File: config.mk
export PLATFORM = sky130hd
export DESIGN_NAME = mpfp_top
export DESIGN_NICKNAME = d
export VERILOG_FILES = /design/src/rtl/mpfp_pkg.sv /design/src/rtl/mpfp_sel_if.sv /design/src/rtl/mpfp_top.sv /design/src/rtl/mpfp_pick.sv
export VERILOG_INCLUDE_DIRS = /design/src /design/src/rtl
export SDC_FILE = /design/constraint.sdc
export NUM_CORES = 1
export LEC_CHECK = 0
export BUFFER_PORTS_ARGS = -buffer_cell sky130_fd_sc_hd__buf_2
export CAP_MARGIN = 25
export CORE_AREA = 2 2 131 133
export CTS_BUF_LIST = sky130_fd_sc_hd__clkbuf_4
export DETAILED_ROUTE_END_ITERATION = 10
export DIE_AREA = 0 0 133 135
export PLACE_DENSITY = 0.77
export SETUP_SLACK_MARGIN = 0.2
export SYNTH_ARGS = -nofsm -noshare
export SYNTH_HDL_FRONTEND = slang
export SYNTH_SLANG_ARGS = --single-unit
File: constraint.sdc
create_clock -name i_clk -period 7.3 [get_ports i_clk]
set_input_delay 0.365 -clock i_clk [delete_from_list [all_inputs] [get_ports i_clk]]
set_output_delay 0.365 -clock i_clk [all_outputs]
set_load 0.05 [all_outputs]
File: src/rtl/mpfp_defines.svh
// Register map, field positions, reset values and timing for the pump fault policy block.
// Assumes a 16-bit Avalon byte address with word-aligned registers.
`ifndef MPFP_DEFINES_SVH
`define MPFP_DEFINES_SVH

// ----------------------------------------
// Register indices, byte address is four times the index
// ----------------------------------------
`define MPFP_IDX_POLICY 14'h0C0D
`define MPFP_IDX_ORDER 14'h0C0E
`define MPFP_IDX_STATUS 14'h0C20
`define MPFP_IDX_MASK 14'h0C21
`define MPFP_IDX_CTRL 14'h0C22
`define MPFP_IDX_STATE 14'h0C23

// ----------------------------------------
// Field positions
// ----------------------------------------
`define MPFP_POL_ALT_SWITCH 0
`define MPFP_POL_STOP_AFTER 1
`define MPFP_POL_RUN_FAULT 2
`define MPFP_CTRL_MASTER 0
`define MPFP_CTRL_AUTO 1
`define MPFP_EV_FAULT 0
`define MPFP_EV_REJECT 1
`define MPFP_EV_SWITCH 2
`define MPFP_EV_STOPALL 3
`define MPFP_ST_FAULT 0
`define MPFP_ST_HOLD 4
`define MPFP_ST_RUN 8
`define MPFP_ST_DUTY 12
`define MPFP_ST_GROUP 15

// ----------------------------------------
// Reset values
// ----------------------------------------
`define MPFP_RST_POLICY 3'h1
`define MPFP_RST_ORDER 1'h1
`define MPFP_RST_CTRL 2'h0
`define MPFP_RST_MASK 4'h0

// ----------------------------------------
// Timing: running-time unit of one second
// ----------------------------------------
`define MPFP_CLK_HZ 10000000
`define MPFP_RT_UNIT_S 1
`define MPFP_RT_TICK_CYC (`MPFP_CLK_HZ * `MPFP_RT_UNIT_S)

`endif

File: src/rtl/mpfp_pkg.sv
// Types shared by the pump fault policy block.
// Assumes nothing beyond a SystemVerilog compiler.
package mpfp_pkg;

  // ----------------------------------------
  // Group run state
  // ----------------------------------------
  typedef enum logic [1:0]
  {
    GRP_IDLE = 2'b01,
    GRP_RUN = 2'b10
  } mpfp_grp_type;

  // ----------------------------------------
  // Start-up order selections
  // ----------------------------------------
  typedef enum logic
  {
    ORD_BY_ID = 1'b0,
    ORD_BY_RUNTIME = 1'b1
  } mpfp_order_type;

endpackage

File: src/rtl/mpfp_sel_if.sv
// Carrier between the policy core and the pump selector.
// Assumes both ends share one parameter set.
`timescale 1ns/1ns
`default_nettype none

interface mpfp_sel_if
#(
  parameter int N_PUMPS = 4,
  parameter int RT_W = 16
);
  logic [N_PUMPS-1:0] eligible;
  logic [$clog2(N_PUMPS)-1:0] current;
  logic by_runtime;
  logic [N_PUMPS*RT_W-1:0] runtime;
  logic [$clog2(N_PUMPS)-1:0] pick;
  logic pick_valid;

  modport core (output eligible, current, by_runtime, runtime, input pick, pick_valid);
  modport picker (input eligible, current, by_runtime, runtime, output pick, pick_valid);
endinterface

`default_nettype wire

File: src/rtl/mpfp_top.sv
// Pump group fault policy held in the master drive, with an Avalon-MM register slave.
// Assumes fault levels arrive from other drives asynchronously; run and stop requests
// come from logic on i_clk as one-cycle pulses.
//
// Design decision made here: the Avalon-MM register port.
`timescale 1ns/1ns
`default_nettype none
`include "mpfp_defines.svh"

// Overview of operation
// - With the switch bit clear, a fault on the running pump stops every pump.
// - With the switch bit set, a fault on the running pump moves duty to a healthy pump.
// - With the stop-after-reset bit clear, a reset pump is standby and may run again.
// - With the stop-after-reset bit set, a reset pump stays stopped against ordinary control.
// - A pump held stopped after reset is released by an accepted run command, or when the stop-after-reset bit is cleared or the policy stops acting.
// - With the run-with-fault bit clear, a run command is refused while any pump is faulted.
// - With the run-with-fault bit set, a run command starts a non-faulted pump.
// - The policy acts only while this drive is the group master.
// - The policy acts only in auto mode.
// - The policy is a 16-bit word with bits 0 to 2 defined and the rest unused.
// - The start order is cyclic by pump number at 0 and least running time at 1.
module mpfp_top
  import mpfp_pkg::*;
#(
  parameter int N_PUMPS = 4,
  parameter int RT_W = 16,
  parameter int RT_TICK_CYC = `MPFP_RT_TICK_CYC
)
(
  // Clock and reset
  input wire logic i_clk,
  input wire logic i_rst_n,
  // Avalon-MM slave
  input wire logic [15:0] i_avs_address,
  input wire logic i_avs_read,
  input wire logic i_avs_write,
  input wire logic [31:0] i_avs_writedata,
  output logic [31:0] o_avs_readdata,
  output logic o_avs_waitrequest,
  // Pump group
  input wire logic [N_PUMPS-1:0] i_pump_fault,
  input wire logic i_run_cmd,
  input wire logic i_stop_cmd,
  output logic [N_PUMPS-1:0] o_pump_run,
  output logic o_run_rejected,
  // Interrupt
  output logic o_irq
);

  localparam int IW = $clog2(N_PUMPS);
  localparam int TW = $clog2(RT_TICK_CYC + 1);

  // ----------------------------------------
  // State
  // ----------------------------------------
  logic [N_PUMPS-1:0] flt_m_q, flt_m_d, flt_q, flt_d, flt_p_q, flt_p_d;
  logic [N_PUMPS-1:0] hold_q, hold_d, run_q, run_d;
  logic [2:0] policy_q, policy_d;
  logic order_q, order_d;
  logic [1:0] ctrl_q, ctrl_d;
  logic [3:0] status_q, status_d, mask_q, mask_d;
  logic ack_q, ack_d, rej_q, rej_d;
  logic [31:0] rdata_q, rdata_d;
  mpfp_grp_type grp_q, grp_d;
  logic [IW-1:0] duty_q, duty_d;
  logic [TW-1:0] tick_q, tick_d;
  logic [N_PUMPS*RT_W-1:0] rt_q, rt_d;

  logic [13:0] idx;
  logic wr_en, active, any_flt, duty_flt;
  logic [N_PUMPS-1:0] flt_rise, flt_fall, elig;
  logic [3:0] ev;
  logic [15:0] state_word;

  mpfp_sel_if #(.N_PUMPS(N_PUMPS), .RT_W(RT_W)) sel ();

  mpfp_pick #(.N_PUMPS(N_PUMPS), .RT_W(RT_W)) u_pick
  (
    .sel(sel)
  );

  // ----------------------------------------
  // Policy qualifiers
  // ----------------------------------------
  // master in auto mode only
  assign active = ctrl_q[`MPFP_CTRL_MASTER] && ctrl_q[`MPFP_CTRL_AUTO];
  assign any_flt = |flt_q;
  assign duty_flt = flt_q[duty_q];
  // Edges come from the settled flags, one stage behind the synchroniser
  assign flt_rise = flt_q & ~flt_p_q;
  assign flt_fall = ~flt_q & flt_p_q;
  assign elig = ~flt_q;

  assign sel.eligible = elig;
  assign sel.current = duty_q;
  assign sel.by_runtime = order_q;
  assign sel.runtime = rt_q;

  // ----------------------------------------
  // Group control
  // ----------------------------------------
  always_comb
  begin
    // Second synchroniser stage is the only reader of the first
    flt_m_d = i_pump_fault;
    flt_d = flt_m_q;
    flt_p_d = flt_q;
    grp_d = grp_q;
    duty_d = duty_q;
    hold_d = hold_q;
    rej_d = 1'b0;
    ev = '0;
    ev[`MPFP_EV_FAULT] = |flt_rise;
    if (active && policy_q[`MPFP_POL_STOP_AFTER])
    begin
      // hold a pump that comes out of fault
      hold_d = hold_d | flt_fall;
    end
    if (!active || !policy_q[`MPFP_POL_STOP_AFTER])
    begin
      hold_d = '0;
    end
    if (i_stop_cmd)
    begin
      grp_d = GRP_IDLE;
    end
    else if (i_run_cmd)
    begin
      if (!active)
      begin
        grp_d = GRP_RUN;
      end
      else if (any_flt && !policy_q[`MPFP_POL_RUN_FAULT])
      begin
        rej_d = 1'b1;
      end
      else if (sel.pick_valid)
      begin
        grp_d = GRP_RUN;
        if (duty_flt || order_q == ORD_BY_RUNTIME)
        begin
          duty_d = sel.pick;
        end
        hold_d = '0;
      end
      else
      begin
        rej_d = 1'b1;
      end
    end
    else if (active && grp_q == GRP_RUN && duty_flt)
    begin
      if (policy_q[`MPFP_POL_ALT_SWITCH] && sel.pick_valid)
      begin
        // move duty away from the faulted pump
        duty_d = sel.pick;
        ev[`MPFP_EV_SWITCH] = 1'b1;
      end
      else
      begin
        grp_d = GRP_IDLE;
        ev[`MPFP_EV_STOPALL] = 1'b1;
      end
    end
    ev[`MPFP_EV_REJECT] = rej_d;
    run_d = '0;
    if (grp_d == GRP_RUN)
    begin
      run_d[duty_d] = 1'b1;
    end
    run_d = run_d & ~hold_d;
  end

  // ----------------------------------------
  // Running time, saturating, one count per unit
  // ----------------------------------------
  always_comb
  begin
    rt_d = rt_q;
    tick_d = tick_q + TW'(1);
    if (tick_q == TW'(RT_TICK_CYC - 1))
    begin
      tick_d = '0;
    end
    for (int i = 0; i < N_PUMPS; i++)
    begin
      if (tick_q == TW'(RT_TICK_CYC - 1) && run_q[i] && ~&rt_q[i*RT_W +: RT_W])
      begin
        rt_d[i*RT_W +: RT_W] = rt_q[i*RT_W +: RT_W] + RT_W'(1);
      end
    end
  end

  // ----------------------------------------
  // Register slave
  // ----------------------------------------
  // One wait cycle per access keeps the read path registered
  assign idx = i_avs_address[15:2];
  assign wr_en = i_avs_write && ack_q && i_avs_address[1:0] == 2'h0;
  assign o_avs_waitrequest = (i_avs_read || i_avs_write) && !ack_q;

  always_comb
  begin
    state_word = '0;
    state_word[`MPFP_ST_FAULT +: N_PUMPS] = flt_q;
    state_word[`MPFP_ST_HOLD +: N_PUMPS] = hold_q;
    state_word[`MPFP_ST_RUN +: N_PUMPS] = run_q;
    state_word[`MPFP_ST_DUTY +: IW] = duty_q;
    state_word[`MPFP_ST_GROUP] = grp_q == GRP_RUN;
  end

  always_comb
  begin
    ack_d = (i_avs_read || i_avs_write) && !ack_q;
    rdata_d = rdata_q;
    policy_d = policy_q;
    order_d = order_q;
    ctrl_d = ctrl_q;
    mask_d = mask_q;
    status_d = status_q;
    if (ack_d && i_avs_read)
    begin
      rdata_d = '0;
      if (i_avs_address[1:0] == 2'h0)
      begin
        case (idx)
          // 16-bit word, upper bits read zero
          `MPFP_IDX_POLICY: rdata_d[2:0] = policy_q;
          `MPFP_IDX_ORDER: rdata_d[0] = order_q;
          `MPFP_IDX_STATUS: rdata_d[3:0] = status_q;
          `MPFP_IDX_MASK: rdata_d[3:0] = mask_q;
          `MPFP_IDX_CTRL: rdata_d[1:0] = ctrl_q;
          `MPFP_IDX_STATE: rdata_d[15:0] = state_word;
          default: rdata_d = '0;
        endcase
      end
    end
    if (wr_en)
    begin
      case (idx)
        // only bits 0 to 2 are stored
        `MPFP_IDX_POLICY: policy_d = i_avs_writedata[2:0];
        `MPFP_IDX_ORDER: order_d = i_avs_writedata[0];
        `MPFP_IDX_STATUS: status_d = status_q & ~i_avs_writedata[3:0];
        `MPFP_IDX_MASK: mask_d = i_avs_writedata[3:0];
        `MPFP_IDX_CTRL: ctrl_d = i_avs_writedata[1:0];
        default: status_d = status_d;
      endcase
    end
    // An event in the clearing cycle survives
    status_d = status_d | ev;
  end

  assign o_avs_readdata = rdata_q;
  assign o_pump_run = run_q;
  assign o_run_rejected = rej_q;
  assign o_irq = |(status_q & mask_q);

  // ----------------------------------------
  // Registers
  // ----------------------------------------
  always_ff @(posedge i_clk or negedge i_rst_n)
  begin
    if (!i_rst_n)
    begin
      flt_m_q <= '0;
      flt_q <= '0;
      flt_p_q <= '0;
      hold_q <= '0;
      run_q <= '0;
      policy_q <= `MPFP_RST_POLICY;
      order_q <= `MPFP_RST_ORDER;
      ctrl_q <= `MPFP_RST_CTRL;
      status_q <= '0;
      mask_q <= `MPFP_RST_MASK;
      ack_q <= 1'b0;
      rej_q <= 1'b0;
      rdata_q <= '0;
      grp_q <= GRP_IDLE;
      duty_q <= '0;
      tick_q <= '0;
      rt_q <= '0;
    end
    else
    begin
      flt_m_q <= flt_m_d;
      flt_q <= flt_d;
      flt_p_q <= flt_p_d;
      hold_q <= hold_d;
      run_q <= run_d;
      policy_q <= policy_d;
      order_q <= order_d;
      ctrl_q <= ctrl_d;
      status_q <= status_d;
      mask_q <= mask_d;
      ack_q <= ack_d;
      rej_q <= rej_d;
      rdata_q <= rdata_d;
      grp_q <= grp_d;
      duty_q <= duty_d;
      tick_q <= tick_d;
      rt_q <= rt_d;
    end
  end

endmodule

`default_nettype wire

File: src/rtl/mpfp_pick.sv
// Pump selector: picks the next healthy pump by number or by least running time.
// Assumes a purely combinational use inside the policy core.
`timescale 1ns/1ns
`default_nettype none

module mpfp_pick
  import mpfp_pkg::*;
#(
  parameter int N_PUMPS = 4,
  parameter int RT_W = 16
)
(
  // Selector carrier
  mpfp_sel_if.picker sel
);

  localparam int IW = $clog2(N_PUMPS);

  logic [IW-1:0] pick_v;
  logic found_v;
  logic [RT_W-1:0] best_v;
  int j;

  // ----------------------------------------
  // Selection
  // ----------------------------------------
  always_comb
  begin
    pick_v = '0;
    found_v = 1'b0;
    best_v = '0;
    j = 0;
    if (sel.by_runtime == ORD_BY_RUNTIME)
    begin
      for (int i = 0; i < N_PUMPS; i++)
      begin
        if (sel.eligible[i] && (!found_v || sel.runtime[i*RT_W +: RT_W] < best_v))
        begin
          found_v = 1'b1;
          best_v = sel.runtime[i*RT_W +: RT_W];
          pick_v = IW'(i);
        end
      end
    end
    else
    begin
      for (int k = 1; k <= N_PUMPS; k++)
      begin
        j = int'(sel.current) + k;
        if (j >= N_PUMPS)
        begin
          j = j - N_PUMPS;
        end
        if (!found_v && sel.eligible[j])
        begin
          found_v = 1'b1;
          pick_v = IW'(j);
        end
      end
    end
  end

  assign sel.pick = pick_v;
  assign sel.pick_valid = found_v;

endmodule

`default_nettype wire

==> metrics.md, run 1 <==
| Metric | Value |
|---|---|
| Filler instances | `1421` |
| Worst path most repeated cell | `ha_1` |
| Clock network fraction of total power | `35.4%` |
| Reg clk slew, reported paths | `0.11 ns` |
| Post-route cell area | `0.00890 mm²` |
| Placed wire-length estimate | `13300 µm` |
| Clk Latency, worst-skew pair | `0.57 ns` |
| Synth Register Bits | `143` |
| Sequential share of the synthesized area | `44.2%` |
| Switching power | `0.349 mW` |
| Flop pwr share | `58.3%` |
| Setup violations, final | `0` |
| Number of synthesized flops with an enable pin | `0` |
| Netlist cell types | `72` |
| Core Region | `0.0164 mm²` |
| Inst Count DP | `1065` |
| R2R depth | `27` |
| Initial antenna violation count | `2` |
| Grt ovf | `0` |
| Asr flop ratio synth | `100%` |
| Synthesized area per cell | `10.0 µm²` |
| RR Startpoint | `flt_p_d[0]` |
| CP Class | `reg2reg` |
| CTS Buf Count | `17` |
| Reg2reg end | `o_pump_run[2]` |
| Worst-case clock buffer depth | `2` |
| Final Non-Filler Cells | `1104` |
| Startpoint Class | `flip-flop` |
| Peak supply drop | `0.0000775 V` |
| Cells after synthesis | `809` |
| Max cap viols | `0` |
| H-tree levels | `4` |
| Area grow syn2layout | `9.90%` |
| Final core utilization | `54.3%` |
| Largest net degree at the start of global routing | `79` |
| Routed Antenna Nets | `0` |
| CTS tree | `done` |
| Row count | `47` |
| Die Ht | `135 µm` |
| R2r setup slk | `0.63 ns` |
| Wirelength per Cell | `16.2 µm` |
| Post-layout net count | `981` |
| Final GP Congestion | `0.875` |
| Ratio of cells with drive above 1 in the final layout | `16.9%` |
| CP max stage cell | `or4_4` |
| Die extent in x | `133 µm` |
| Mapped Area | `0.00810 mm²` |
| Final hold violations | `0` |
| Clk_skew | `0.0197 ns` |
| Hold path start | `i_stop_cmd` |
| Peak Freq | `0.150 GHz` |
| Die Area | `0.0180 mm²` |
| First-pass GRT wire length | `29600 µm` |
| Root Buffer | `clkbuf_4` |
| Initial Utilization | `49.4%` |
| First-pass DRT Iterations | `5` |
| Pwr Density | `155 mW/mm²` |
| Internal | `1.03 mW` |
| Overall routing resource usage | `20.7%` |
| CP Capture Type | `flip-flop` |
| Min Tclk post-route | `6.67 ns` |
| Type of the most critical hold path | `in2reg` |
| Post-synth top flop | `dfrtp_1` |
| Status | `finished, final reports clean` |
| IO buf count | `51` |
| Post-Route WL | `17900 µm` |
| Max Transition Viols Final | `0` |
| Synth top area cells | `dfrtp_1 (43%), ha_1 (7.7%), xnor2_1 (5.7%), mux2_2 (4.3%), nand2_1 (3.5%)` |
| Logic pwr share | `6.3%` |
| Worst-margin pin slew | `0.993 ns` |
| Sw Ratio | `25.3%` |
| Normalized max-slew margin | `33.3%` |
| Sum Neg Setup Slack | `0 ns` |
| Vias | `6218` |
| RSZ-0062 raised after global routing | `no` |
| Vias in the first global route | `6005` |
| Placed Area | `0.00853 mm²` |
| Lkg Pwr | `4.14 nW` |
| Synth warnings | `0` |
| Dominant cell type by area after synthesis | `dfrtp_1` |
| DRT iter0 DRCs | `448` |
| CTS Sinks | `143` |
| Max incr delay on CP | `0.52 ns` |
| Critical path peak fanout | `17` |
| Critical path required time | `7.77 ns` |
| Post-synth top area share | `43.3%` |
| Hold Crit Endpoint | `o_run_rejected` |
| Fin Hold WS | `0.0359 ns` |
| CP arrival | `7.14 ns` |
| Vias per cell | `5.63` |
| Hold depth | `2` |
| Drc violations | `0` |
| I/O pins | `97` |
| Crit share post-route | `91.3%` |
## kinds of logic after synthesis
kind of cell             Yosys count  synth area share (%)
adder cells (fa/ha/maj)           50                  7.72
other                              1                0.0463
AND/OR/NAND/NOR                  300                  19.2
XOR/XNOR                          76                  8.22
multiplexers                      35                  5.36
buffers and inverters             71                  4.22
AO/OA/AOI/OAI                    133                  11.0
flip-flops                       143                  44.2
## worst max-delay path by stage
stage	startpoint	end	slack (ns)
after floorplan	flt_p_d[0]	o_pump_run[1]	0.76
after global placement	flt_p_d[0]	o_pump_run[1]	0.26
after detailed placement	flt_p_d[0]	o_pump_run[1]	0.15
after CTS	flt_p_d[0]	o_pump_run[1]	0.37
after global routing	flt_p_d[0]	o_pump_run[1]	0.15
final	flt_p_d[0]	o_pump_run[2]	0.63
## routing by layer
layer | vias up | GRT usage, % | routed length [µm]
met4 | 2 | 5.91 | 246
li1 | 3002 | - | -
met2 | 149 | 32.8 | 8420
met1 | 3038 | 28.4 | 8360
met3 | 27 | 5.14 | 899
met5 | - | 0 | 11
## worst max-delay path: cells and delay by family (launching register included)
family | cells | cell delay [ns]
AO/OA/AOI/OAI | 12 | 2.39
AND/OR/NAND/NOR | 7 | 1.73
adder cells (fa/ha/maj) | 3 | 0.97
buffers and inverters | 4 | 0.73
flip-flops | 1 | 0.43
multiplexers | 1 | 0.30
## power groups by stage
stage,sequential [mW],clock [mW],combinational (mW)
3_3_place_gp,0.819,0,0.0825
6_report,0.804,0.488,0.0867
5_1_grt,0.805,0.529,0.0948
4_1_cts,0.804,0.497,0.0857
3_5_place_dp,0.820,0,0.0834
2_1_floorplan,0.817,0,0.0576
## state kept, by name, summed over array words and instances, names as in the netlist
register / cells
rt_q: 64
tick_q: 24
o_avs_readdata: 15
flt_d: 4
flt_p_d: 4
flt_p_q: 4
hold_q: 4
mask_q: 4
o_pump_run: 4
status_q: 4
policy_q: 3
ctrl_q: 2
duty_q: 2
grp_q: 2
ack_q: 1
o_run_rejected: 1
order_q: 1
## timing repair
action | in CTS | in global routing
setup buffers | 0 | 4
setup endpoints to repair | 4 | 6
pin swaps | 0 | 3
hold endpoints to repair | 80 | 0
gates resized for setup | 1 | 9
hold buffers | 5 | 0
## per-stage QoR
stage	setup slack [ns]	power, mW
3_5_place_dp	0.152	0.903
3_3_place_gp	0.263	0.902
4_1_cts	0.371	1.39
2_1_floorplan	0.756	0.874
6_report	0.634	1.38
5_1_grt	0.147	1.43
## cell usage after synthesis, drive strengths merged (22+ instances only)
library cell / number
nand2: 75
xnor2: 53
ha: 50
nand4: 30
dfrtp: 140
mux2: 31
o21ai: 28
a21oi: 46
xor2: 23
nor2: 63
nand3: 46
buf: 22
inv: 32
## cell usage in the layout (no fill, tap or decap), drive strengths merged, types with 6 or more instances in the layout
| cell type | netlist | layout |
|---|---|---|
| and2 | 7 | 7 |
| nor2 | 63 | 63 |
| a21oi | 46 | 46 |
| nor4 | 6 | 6 |
| conb | 1 | 17 |
| xnor2 | 53 | 53 |
| nor4b | 9 | 9 |
| xor2 | 23 | 23 |
| nor3 | 19 | 19 |
| clkbuf | 16 | 21 |
| dfrtp | 140 | 140 |
| a22o | 15 | 15 |
| a21o | 6 | 6 |
| and3 | 15 | 15 |
| a22oi | 6 | 6 |
| o21ai | 28 | 28 |
| buf | 22 | 62 |
| and4 | 6 | 6 |
| nand3 | 46 | 46 |
| ha | 50 | 50 |
| mux2 | 31 | 31 |
| nand2 | 75 | 75 |
| inv | 32 | 33 |
| nand4 | 30 | 30 |
## cell type report
cell class / count / area [µm²] / share of cell area, %
antenna: 1 / 2.50 / 0.0281
tap: 220 / 275 / 3.09
timing repair buffer: 67 / 394 / 4.43
clock inverter: 8 / 93.8 / 1.05
sequential: 143 / 3580 / 40.2
clock buffer: 21 / 158 / 1.77
inverter: 33 / 126 / 1.42
multi-input combinational: 611 / 4270 / 48.0
Power figures use the tool's default switching activity.
==> run 2: changes to the inputs <==
==> constraint.sdc (replaced) <==
create_clock -name i_clk -period 7.2 [get_ports i_clk]
set_input_delay 0.36 -clock i_clk [delete_from_list [all_inputs] [get_ports i_clk]]
set_output_delay 0.36 -clock i_clk [all_outputs]
set_load 0.05 [all_outputs]
==> run 2 against run 1 <==
Compared with the run above: non-clock buffer count unchanged; largest cell class unchanged; clock-buffer cell count is 2 lower; highest routed layer is now met4; die area unchanged; critical endpoint is now o_pump_run[1]; maximum frequency is 0.23% lower; final cell count is 0.27% higher; combinational power is 4.7% higher; cell area increased by 1.0%; clock skew up 0.0045 ns; power is 4.0% higher; register-to-register slack got worse by 0.12 ns; flip-flop and latch count unchanged; sequential share of layout area is 0.40 points lower.
==> metrics.md, run 2 (synthesis gave the netlist of run 1 again) <==
| Metric | Value |
|---|---|
| Status | `finished, final reports clean (unchanged)` |
| CP Class | `reg2reg (unchanged)` |
| Commonest non-fill, non-tap cell in the layout | `dfrtp_1 (unchanged)` |
| CP arrival | `7.14 ns (about the same)` |
| Normalized max-slew margin | `47.0% (was 33.3%)` |
| Wirelength per Cell | `15.9 µm (was 16.2 µm)` |
| Peak Freq | `0.150 GHz (about the same)` |
| Max Transition Viols Final | `0 (unchanged)` |
| Area grow syn2layout | `11.0% (was 9.90%)` |
| Busiest layer in global routing | `met2 (unchanged)` |
| Power Total | `1.43 mW (was 1.38 mW)` |
| Final GP Congestion | `0.880 (was 0.875)` |
| Die Ht | `135 µm (unchanged)` |
| RR Startpoint | `flt_p_d[0] (unchanged)` |
| Fin Hold WS | `0.0480 ns (was 0.0359 ns)` |
| First-pass GRT wire length | `29300 µm (was 29600 µm)` |
| Worst-case clock buffer depth | `2 (unchanged)` |
| Hold Crit Endpoint | `mask_q[3] (was o_run_rejected)` |
| Lkg Pwr | `4.16 nW (was 4.14 nW)` |
| Hold path start | `i_avs_writedata[3] (was i_stop_cmd)` |
| Root Buffer | `clkbuf_4 (unchanged)` |
| Type of the most critical hold path | `in2reg (unchanged)` |
| Min Tclk post-route | `6.68 ns (was 6.67 ns)` |
| M3 GR Usage | `3.79% (was 5.14%)` |
| Reg2reg end | `o_pump_run[1] (was o_pump_run[2])` |
| Die Area | `0.0180 mm² (unchanged)` |
| Vias per cell | `5.59 (was 5.63)` |
| CP max stage cell | `or4_4 (unchanged)` |
| CTS Buf Count | `17 (unchanged)` |
| M2 GR Usage | `32.8% (unchanged)` |
| Largest Register | `rt_q (unchanged)` |
| Max cap viols | `0 (unchanged)` |
| Final Non-Filler Cells | `1107 (was 1104)` |
| Worst-margin pin slew | `0.789 ns (was 0.993 ns)` |
| RSZ-0062 raised after global routing | `no (unchanged)` |
| Largest net degree at the start of global routing | `78 (was 79)` |
| Max incr delay on CP | `0.52 ns (about the same)` |
| Overall routing resource usage | `20.4% (was 20.7%)` |
| Met1 GRT Util | `27.9% (was 28.4%)` |
| Row count | `47 (unchanged)` |
| IO buf count | `51 (unchanged)` |
| R2R depth | `27 (unchanged)` |
| First-pass DRT Iterations | `6 (was 5)` |
| H-tree levels | `4 (unchanged)` |
| Post-route cell area | `0.00899 mm² (was 0.00890 mm²)` |
| Die extent in x | `133 µm (unchanged)` |
| Crit share post-route | `92.8% (was 91.3%)` |
| Hold depth | `2 (unchanged)` |
| Post-Route WL | `17600 µm (was 17900 µm)` |
| Placed wire-length estimate | `13100 µm (was 13300 µm)` |
| Most frequent cells in the layout | `dfrtp_1 (140), nand2_1 (75), nor2_1 (63), xnor2_1 (53) (unchanged)` |
| Post-layout net count | `981 (unchanged)` |
| Critical path peak fanout | `24 (was 17)` |
| Peak supply drop | `0.0000862 V (was 0.0000775 V)` |
| Vias in the first global route | `6043 (was 6005)` |
| Initial antenna violation count | `1 (was 2)` |
| Clk_skew | `0.0242 ns (was 0.0197 ns)` |
| Clk Latency, worst-skew pair | `0.57 ns (about the same)` |
| Ratio of cells with drive above 1 in the final layout | `17.0% (was 16.9%)` |
| CTS tree | `done (unchanged)` |
| Drc violations | `0 (unchanged)` |
| DRT iter0 DRCs | `407 (was 448)` |
| Sum Neg Setup Slack | `0 ns (unchanged)` |
| Vias | `6193 (was 6218)` |
| I/O pins | `97 (unchanged)` |
| Worst path most repeated cell | `ha_1 (unchanged)` |
| Final hold violations | `0 (unchanged)` |
| Critical path required time | `7.66 ns (was 7.77 ns)` |
| Inst Count DP | `1067 (was 1065)` |
| Pwr Density | `160 mW/mm² (was 155 mW/mm²)` |
| R2r setup slk | `0.52 ns (was 0.63 ns)` |
| Postcts setup bufs | `0 (unchanged)` |
| Initial Utilization | `49.4% (unchanged)` |
| Setup violations, final | `0 (unchanged)` |
| CTS Sinks | `143 (unchanged)` |
| Startpoint Class | `flip-flop (unchanged)` |
| CP Capture Type | `flip-flop (unchanged)` |
| Number of flip-flops in the largest register | `64 (unchanged)` |
| Reg clk slew, reported paths | `0.12 ns (was 0.11 ns)` |
| Routed Antenna Nets | `0 (unchanged)` |
| Placed Area | `0.00856 mm² (was 0.00853 mm²)` |
| Core Region | `0.0164 mm² (unchanged)` |
| Grt ovf | `0 (unchanged)` |
## run 2: what timing repair did
action / in CTS / in global routing
setup endpoints to repair: 4 / 6
hold endpoints to repair: 71 / 0
hold buffers: 6 / 0
resized for setup: 2 / 12
cloned: 0 / 0
pin swaps: 0 / 1
## run 2: stage by stage
stage          util [%]  worst slack, ns
5_1_grt            54.8           0.0616
3_5_place_dp       52.2            0.153
4_1_cts            54.3            0.251
6_report           54.8            0.519
3_3_place_gp       52.2            0.294
2_1_floorplan         -            0.656
## run 2: worst max-delay path, delay by kind of cell (launching register included)
kind	cells	cell delay, ns
DFF	1	0.42
and+or+nand+nor	7	1.64
AOI/OAI and AO/OA	12	2.53
muxes	1	0.29
buffers and inverters	4	0.68
adders and majority gates	3	0.98
## run 2: worst max-delay path by stage
stage               startpoint       endpoint  slack, ns  depth (start not counted)
floorplan           flt_p_d[0]  o_pump_run[1]       0.66                         29
global placement    flt_p_d[0]  o_pump_run[2]       0.29                         27
detailed placement  flt_p_d[0]  o_pump_run[2]       0.15                         27
CTS                 flt_p_d[0]  o_pump_run[1]       0.25                         27
global route        flt_p_d[0]  o_pump_run[1]       0.06                         27
finish              flt_p_d[0]  o_pump_run[1]       0.52                         27
## run 2: final cells by class
| class | count | area, µm² |
|---|---|---|
| Inverter | 33 | 125 |
| Antenna cell | 1 | 2.50 |
| Fill cell | 1415 | 7420 |
| Clock inverter | 13 | 146 |
| Sequential cell | 143 | 3580 |
| Tap cell | 220 | 275 |
| Multi-Input combinational cell | 611 | 4290 |
| Clock buffer | 19 | 143 |
| Timing Repair Buffer | 67 | 429 |
## run 2: layer usage
| metal | up-vias | wire length [µm] | share of wire, % |
|---|---|---|---|
| met5 | - | 0 | 0 |
| met4 | 0 | 353 | 2.0 |
| met2 | 138 | 8160 | 46 |
| met1 | 3020 | 8330 | 47 |
| met3 | 28 | 738 | 4.2 |
| li1 | 3007 | - | - |
## run 2: report_power, final
| group | switching, mW | total, mW | internal, mW |
|---|---|---|---|
| sequential | 0.00607 | 0.815 | 0.809 |
| clock | 0.285 | 0.529 | 0.243 |
| combinational | 0.0656 | 0.0908 | 0.0252 |
| total | 0.357 | 1.43 | 1.08 |
